$ cat config.mk
export PLATFORM = sky130hd
export DESIGN_NAME = aisq_seq
export DESIGN_NICKNAME = d
export VERILOG_FILES = /design/src/design/aisq_pkg.sv /design/src/design/aisq_seq.sv
export VERILOG_INCLUDE_DIRS = /design/src /design/src/design
export SDC_FILE = /design/constraint.sdc
export NUM_CORES = 1
export LEC_CHECK = 0
export BUFFER_PORTS_ARGS = -buffer_cell sky130_fd_sc_hd__clkbuf_2
export CORE_MARGIN = 5
export CORE_UTILIZATION = 35
export DETAILED_ROUTE_END_ITERATION = 8
export GPL_TIMING_DRIVEN = 0
export PLACE_DENSITY_LB_ADDON = 0.25
export RECOVER_POWER = 50
export SLEW_MARGIN = 20
export SYNTH_ARGS = -nofsm -noshare
export SYNTH_HDL_FRONTEND = slang
export SYNTH_SLANG_ARGS = --single-unit
export TNS_END_PERCENT = 10
$ cat constraint.sdc
create_clock -name clk_in -period 6.31 [get_ports clk_in]
set_clock_uncertainty 0.2 [all_clocks]
set_input_delay 0.9465 -clock clk_in [delete_from_list [all_inputs] [get_ports clk_in]]
set_output_delay 0.9465 -clock clk_in [all_outputs]
set_load 0.02 [all_outputs]
$ cat src/design/aisq_cfg.svh
// constants for the power-up reset sequencer
`ifndef AISQ_CFG_SVH
`define AISQ_CFG_SVH
// ************************************************************
// register map
// ************************************************************
`define AISQ_SWRST_ADDR 7'h00
`define AISQ_SWRST_BIT 0
`define AISQ_SWRST_RESET 8'h00
// ************************************************************
// timing
// ************************************************************
`define AISQ_CAL_CYCLES 200000
`define AISQ_FUSE_CYCLES 4
`endif

$ cat src/design/aisq_pkg.sv
// types for the power-up reset sequencer
package aisq_pkg;
  // ************************************************************
  // sequencer states
  // ************************************************************
  typedef enum logic [1:0] {
    AISQ_ST_RESET,
    AISQ_ST_FUSE,
    AISQ_ST_CAL,
    AISQ_ST_READY
  } aisq_state_e;
endpackage

$ cat src/design/aisq_seq.sv
// power-up reset, fuse load, calibration and software reset sequencer
`timescale 1ns/1ns
`include "aisq_cfg.svh"

// Contract
// - reset release loads fuses then calibrates
// - calibration lasts about 200000 clock cycles
// - writing one to bit 0 restores defaults
// - software reset bit clears itself
// - hardware reset returns defaults at any time, software reset only in ready
module aisq_seq #(
  parameter int CAL_CYCLES = `AISQ_CAL_CYCLES
) (
  // clock and reset
  input wire logic clk_in,
  input wire logic rst_n_in,
  // hardware reset pin, active high, asynchronous to clock
  input wire logic hw_reset_pin_in,
  // serial register write port (already decoded byte writes)
  input wire logic wr_strobe_in,
  input wire logic [6:0] wr_addr_in,
  input wire logic [7:0] wr_data_in,
  // status
  output logic defaults_load_out,
  output logic cal_busy_out,
  output logic ready_out,
  output logic [7:0] swrst_reg_out
);
  // ************************************************************
  // state
  // ************************************************************
  typedef struct packed {
    logic pin_s1;            // first synchroniser stage
    logic pin_s2;            // second synchroniser stage
    aisq_pkg::aisq_state_e st;
    logic [17:0] cnt;        // fuse and calibration counter
    logic [7:0] swrst;       // software reset register image
    logic load;              // defaults load strobe
    logic busy;
    logic rdy;
  } aisq_state_s;

  aisq_state_s s_q;
  aisq_state_s s_d;
  logic sw_hit;              // write of one to reset bit

  // ************************************************************
  // sequencing notes
  // ************************************************************
  // the reset pin is a board level, so only the second synchroniser
  // stage is ever read; the first may go metastable on a pin edge.
  // one shared counter serves the fuse copy and the calibration,
  // since the two never run at once; it is sized for the full
  // calibration count and reloaded to zero on entry to fuse copy and to calibration.
  // a software reset in ready reloads the register defaults only:
  // the capacitors are already trimmed, so rerunning the long
  // calibration would just keep the host waiting for nothing.
  // limitation: a write of one to the reset bit during fuse copy or
  // calibration is stored but performs no reset, as the host must
  // not talk to the part in that window anyway.

  // ************************************************************
  // next state
  // ************************************************************
  // single next-state process; every field starts from its old value
  always_comb begin
    s_d = s_q;
    // two-stage synchroniser for the asynchronous reset pin
    s_d.pin_s1 = hw_reset_pin_in;
    s_d.pin_s2 = s_q.pin_s1;
    s_d.load = 1'b0;
    // software reset only counts once the part is up
    sw_hit = wr_strobe_in && (wr_addr_in == `AISQ_SWRST_ADDR) &&
             wr_data_in[`AISQ_SWRST_BIT] && (s_q.st == aisq_pkg::AISQ_ST_READY);
    // plain byte store; reset state and self-clear override it below
    if (wr_strobe_in && (wr_addr_in == `AISQ_SWRST_ADDR)) begin
      s_d.swrst = wr_data_in;
    end
    // main sequencer: reset, fuse copy, calibration, ready
    case (s_q.st)
      aisq_pkg::AISQ_ST_RESET: begin
        // hold while pin high, registers at defaults
        s_d.swrst = `AISQ_SWRST_RESET;
        s_d.busy = 1'b1;
        s_d.rdy = 1'b0;
        // leave only once the synchronised pin reads low
        if (!s_q.pin_s2) begin
          s_d.st = aisq_pkg::AISQ_ST_FUSE;
          s_d.cnt = 18'h00000;
          s_d.load = 1'b1;
        end
      end
      aisq_pkg::AISQ_ST_FUSE: begin
        // fuse image copy before calibration
        s_d.cnt = s_q.cnt + 18'h00001;
        // last fuse cycle: restart the counter for calibration
        if (s_q.cnt == 18'(`AISQ_FUSE_CYCLES - 1)) begin
          s_d.st = aisq_pkg::AISQ_ST_CAL;
          s_d.cnt = 18'h00000;
        end
      end
      aisq_pkg::AISQ_ST_CAL: begin
        // capacitor calibration window
        s_d.cnt = s_q.cnt + 18'h00001;
        // busy and ready swap in the same cycle, never overlap
        if (s_q.cnt == 18'(CAL_CYCLES - 1)) begin
          s_d.st = aisq_pkg::AISQ_ST_READY;
          s_d.busy = 1'b0;
          s_d.rdy = 1'b1;
        end
      end
      default: begin
        // ready: a software reset reloads defaults, no recalibration
        if (sw_hit) begin
          s_d.load = 1'b1;
          s_d.swrst = `AISQ_SWRST_RESET;
        end
      end
    endcase
    // hardware reset wins over state, busy and ready at any time; a load or byte store in the same cycle still lands
    if (s_q.pin_s2) begin
      s_d.st = aisq_pkg::AISQ_ST_RESET;
      s_d.busy = 1'b1;
      s_d.rdy = 1'b0;
    end
  end

  // ************************************************************
  // registers
  // ************************************************************
  // the only clocked process; power-on reset puts every field at a constant
  always_ff @(posedge clk_in or negedge rst_n_in) begin
    // power-on reset: busy, not ready, register at its default
    if (!rst_n_in) begin
      s_q <= '{pin_s1: 1'b0, pin_s2: 1'b0, st: aisq_pkg::AISQ_ST_RESET,
               cnt: 18'h00000, swrst: `AISQ_SWRST_RESET, load: 1'b0,
               busy: 1'b1, rdy: 1'b0};
    end else begin
      // normal clocking of the whole state image
      s_q <= s_d;
    end
  end

  // outputs straight from flops
  assign defaults_load_out = s_q.load;
  assign cal_busy_out = s_q.busy;
  assign ready_out = s_q.rdy;
  assign swrst_reg_out = s_q.swrst;

  // ************************************************************
  // assertions
  // ************************************************************
  a_fuse_after_release: assert property (@(posedge clk_in) disable iff (!rst_n_in)
    (s_q.st == aisq_pkg::AISQ_ST_RESET && !s_q.pin_s2) |=> s_q.load)
    else $error("no defaults load after reset release");
  a_cal_ends_ready: assert property (@(posedge clk_in) disable iff (!rst_n_in)
    (s_q.st == aisq_pkg::AISQ_ST_CAL && s_q.cnt == 18'(CAL_CYCLES - 1) && !s_q.pin_s2)
    |=> s_q.rdy && !s_q.busy)
    else $error("calibration end did not raise ready");
  a_busy_not_ready: assert property (@(posedge clk_in) disable iff (!rst_n_in)
    !(s_q.busy && s_q.rdy))
    else $error("busy and ready together");
  a_sw_reset_load: assert property (@(posedge clk_in) disable iff (!rst_n_in)
    (sw_hit && !s_q.pin_s2) |=> s_q.load)
    else $error("software reset did not reload defaults");
  a_sw_bit_clears: assert property (@(posedge clk_in) disable iff (!rst_n_in)
    sw_hit |=> !s_q.swrst[`AISQ_SWRST_BIT])
    else $error("software reset bit did not clear");
  a_hw_reset_any: assert property (@(posedge clk_in) disable iff (!rst_n_in)
    s_q.pin_s2 |=> (s_q.st == aisq_pkg::AISQ_ST_RESET) && !s_q.rdy)
    else $error("hardware reset not honoured");
  a_ready_holds: assert property (@(posedge clk_in) disable iff (!rst_n_in)
    (s_q.rdy && !s_q.pin_s2) |=> s_q.rdy)
    else $error("ready dropped without hardware reset");
  a_rst_defaults: assert property (@(posedge clk_in) disable iff (!rst_n_in)
    (s_q.st == aisq_pkg::AISQ_ST_RESET) |=> s_q.swrst == `AISQ_SWRST_RESET)
    else $error("register not at default in reset");
  // fuse copy hands over to calibration with a fresh count
  a_fuse_to_cal: assert property (@(posedge clk_in) disable iff (!rst_n_in)
    (s_q.st == aisq_pkg::AISQ_ST_FUSE && s_q.cnt == 18'(`AISQ_FUSE_CYCLES - 1)
     && !s_q.pin_s2)
    |=> (s_q.st == aisq_pkg::AISQ_ST_CAL) && (s_q.cnt == 18'h00000))
    else $error("fuse load did not hand over to calibration");
  // no ready before the calibration count is used up
  a_no_early_ready: assert property (@(posedge clk_in) disable iff (!rst_n_in)
    (s_q.st == aisq_pkg::AISQ_ST_CAL && s_q.cnt != 18'(CAL_CYCLES - 1))
    |=> !s_q.rdy && s_q.busy)
    else $error("ready raised before calibration end");
  // calibration counter steps by one every cycle
  a_cal_count_step: assert property (@(posedge clk_in) disable iff (!rst_n_in)
    (s_q.st == aisq_pkg::AISQ_ST_CAL && s_q.cnt != 18'(CAL_CYCLES - 1) && !s_q.pin_s2)
    |=> (s_q.st == aisq_pkg::AISQ_ST_CAL) && (s_q.cnt == $past(s_q.cnt) + 18'h00001))
    else $error("calibration counter skipped");
  // ready only ever comes out of calibration
  a_ready_after_cal: assert property (@(posedge clk_in) disable iff (!rst_n_in)
    $rose(s_q.rdy) |-> ($past(s_q.st) == aisq_pkg::AISQ_ST_CAL))
    else $error("ready raised outside calibration");
  // reset state always reports busy and not ready
  a_busy_in_reset: assert property (@(posedge clk_in) disable iff (!rst_n_in)
    (s_q.st == aisq_pkg::AISQ_ST_RESET) |-> s_q.busy && !s_q.rdy)
    else $error("reset state not reported busy");

  // ************************************************************
  // coverage of the main scenarios
  // ************************************************************
  c_power_up: cover property (@(posedge clk_in) disable iff (!rst_n_in) $rose(s_q.rdy));
  c_sw_reset: cover property (@(posedge clk_in) disable iff (!rst_n_in) sw_hit);
  c_hw_in_cal: cover property (@(posedge clk_in) disable iff (!rst_n_in)
    s_q.busy && s_q.pin_s2 && s_q.st == aisq_pkg::AISQ_ST_CAL);
  c_fuse_done: cover property (@(posedge clk_in) disable iff (!rst_n_in)
    s_q.st == aisq_pkg::AISQ_ST_FUSE && s_q.cnt == 18'(`AISQ_FUSE_CYCLES - 1));
  c_hw_in_ready: cover property (@(posedge clk_in) disable iff (!rst_n_in)
    s_q.rdy && s_q.pin_s2);
endmodule

==> out/results.tsv <==
metric	value	unit
sequential share of power	0.439	
ANT nets after route	0	
CTS clk-pin slew, worst paths	0.06	ns
# setup viols final	0	
Sw Pwr	0.0001655	W
hold crit path type	reg2reg	
Slew Limit Headroom	-0.1907	
nets@finish	237	
CTS tree	done	
initial antenna violation count	0	
met2 GRT Util	0.1898	
CP Launch Type	input pin	
post-CTS sizing	0	
Slowest cell on crit path	clkbuf_1	
die width	82.00	µm
Seq cells post-synth	33	
Max clock buf depth	2	
number of core rows	26	
FF-to-FF Start	s_q[29]	
Worst VDD drop	0.1076	mV
Clock Sinks	33	
Most used DFF post-synth	dfrtp_1	
WHS Path Cells	0	
global route overflow	0	
final worst path period share	0.3757	
pin count of the biggest net entering global routing	34	
H-tree levels	2	
Die Y	82.00	µm
die area	6723	µm²
clock share of power	0.288	
final hold viol count	0	
most frequent cells in the layout	dfrtp_1 (32), clkbuf_2 (27), nor2_1 (22)	
synthesized area	1814	µm²
Mapped Cells	176	
Final Total Pwr	0.0005241	W
DRC Markers	0	
delay-heaviest family, CP	buffers and inverters	
commonest non-fill, non-tap cell in the layout	dfrtp_1	
Syn-to-layout area delta	16.97	%
WS Path Type	in2async	
instance count on the critical path	1	
DR WL/cell	11.85	µm
Placement Cell Area	2047	µm²
crit path cell chain	clkbuf_1	
GR peak layer	met2	
Crit path arrival time	2.22	ns
Initial Util	0.3575	
maximum net fanout on the critical path	33	
global-route usage over all layers	0.1183	
vias in the first global route	1319	
WL final	3.354	mm
clk_lat worst skew	0.28	ns
postcts setup bufs	0	
root buf cell	clkbuf_8	
gpl congestion	0.7698	
worst hold margin	0.1790	ns
post-synthesis sequential area ratio	0.4559	
post-route cell area	2122	µm²
fillers	499	
Syn. warnings	0	
FF-to-FF End	s_q[25]	
Internal	0.0003586	W
DR iter-0 viols	49	
number of synthesized flops with an enable pin	0	
switching share of power	0.3158	
max-slew violations	34	
CP endpoint kind	async pin	
Pwr per Cell Area	247.0	nW/µm²
Synth Area per Inst	10.31	µm²
crit-path max cell delay	1.26	ns
post-DP HPWL	2.462	mm
RSZ-0062 raised after global routing	no	
LEAKAGE	1.060	nW
global-route wire length before repair	6.127	mm
Setup TNS Final	0	ns
hold_sp	s_d[31]	
Worst Path Buf+Inv	1	
critical path required time	6.16	ns
max frequency	421.9	MHz
Util after Layout	0.4181	
share of cells above drive strength 1	0.2864	
Buffers on Ports	29	
DR vias/cell	4.731	
R2R setup slack	4.04	ns
via count	1339	
Logic pwr share	0.273	
Max-Cap Viols	1	
met3 Resource Use GR	0.03947	
Worst Reg-to-Reg Cells	7	
routing usage on met1	0.1473	
violated checks	max-capacitance violations, max-slew violations	
Syn Nets	201	
Worst-Margin Slew	1.786	ns
fraction of registers with async set or reset after synthesis	1.000	
DR pass1 iterations	4	
status	finished with violations	
CTS Hold Bufs	0	
io pins	30	
Tmin final	2.370	ns
Core ar.	5075	µm²
hold worst-path end	s_q[31]	
antenna cells	0	
post-synthesis cell type count	47	
CTS Buf Count	5	
[power by group through the flow]
stage	sequential (W)	combinational [W]	clock [W]
after global routing	0.000232	0.000161	0.000168
after global placement	0.000234	0.000147	0
after CTS	0.000230	0.000147	0.000157
after detailed placement	0.000234	0.000146	0
final	0.000230	0.000143	0.000151
after floorplan	0.000234	0.000108	0
[worst max path at each step]
| stage | start | endpoint |
|---|---|---|
| final | rst_n_in | s_q[11] |
| after global routing | rst_n_in | s_q[11] |
| after CTS | s_q[29] | s_q[25] |
| after detailed placement | wr_addr_in[5] | swrst_reg_out[6] |
| after global placement | wr_addr_in[5] | swrst_reg_out[2] |
| after floorplan | wr_addr_in[5] | swrst_reg_out[0] |
[layer usage]
metal / vias to the layer above / part of all wire / routed length, µm
li1: 678 / - / -
met1: 619 / 0.47 / 1572
met2: 32 / 0.44 / 1469
met3: 10 / 0.070 / 235
met4: 0 / 0.023 / 77
met5: - / 0 / 0
[cell type report]
| class | instances | area, µm² | share of cell area |
|---|---|---|---|
| Clock buffer | 7 | 76.32 | 0.03597 |
| Multi-Input combinational cell | 129 | 888.4 | 0.4186 |
| Timing Repair Buffer | 29 | 142.6 | 0.06722 |
| Sequential cell | 33 | 827.0 | 0.3897 |
| Inverter | 3 | 11.26 | 0.005307 |
| Clock inverter | 1 | 5.005 | 0.002358 |
| Tap cell | 70 | 87.58 | 0.04127 |
| Buffer | 11 | 83.83 | 0.03950 |
[sequential cells by signal, summed over array words and instances, names as in the netlist]
register and cells:
swrst_reg_out 8, ready_out 1, s_q 21, defaults_load_out 1
s_d 1, cal_busy_out 1
[per-stage QoR]
stage	instances	setup WS (ns)
2_1_floorplan	176	4.114
3_3_place_gp	275	3.840
3_5_place_dp	275	3.825
4_1_cts	283	4.033
5_1_grt	283	3.454
6_report	283	3.940
[Yosys cell counts, types with 2 or more instances]
library cell	count	share of area
a21o_1	2	0.0083
a21oi_1	6	0.017
and2_1	3	0.010
and3_1	3	0.010
buf_4	8	0.033
dfrtp_1	32	0.44
ha_1	6	0.041
inv_1	3	0.0062
mux2i_1	8	0.044
nand2_1	9	0.019
nand2b_1	4	0.014
nand3_1	9	0.025
nand3_2	2	0.011
nand4_1	5	0.017
nor2_1	22	0.046
nor2_2	4	0.014
nor4_1	3	0.010
o21ai_0	5	0.014
o21ai_1	2	0.0055
xnor2_1	2	0.0097
xor2_1	12	0.058
[kinds of logic after synthesis]
family,Yosys count,share of synthesized area
multiplexers,9,0.05035
flip-flops,33,0.4559
buffers and inverters,14,0.05241
XOR/XNOR,14,0.06759
AO/OA/AOI/OAI,23,0.09725
AND/OR/NAND/NOR,77,0.2352
adder cells (fa/ha/maj),6,0.04138
(Power assumes the default switching activity.)
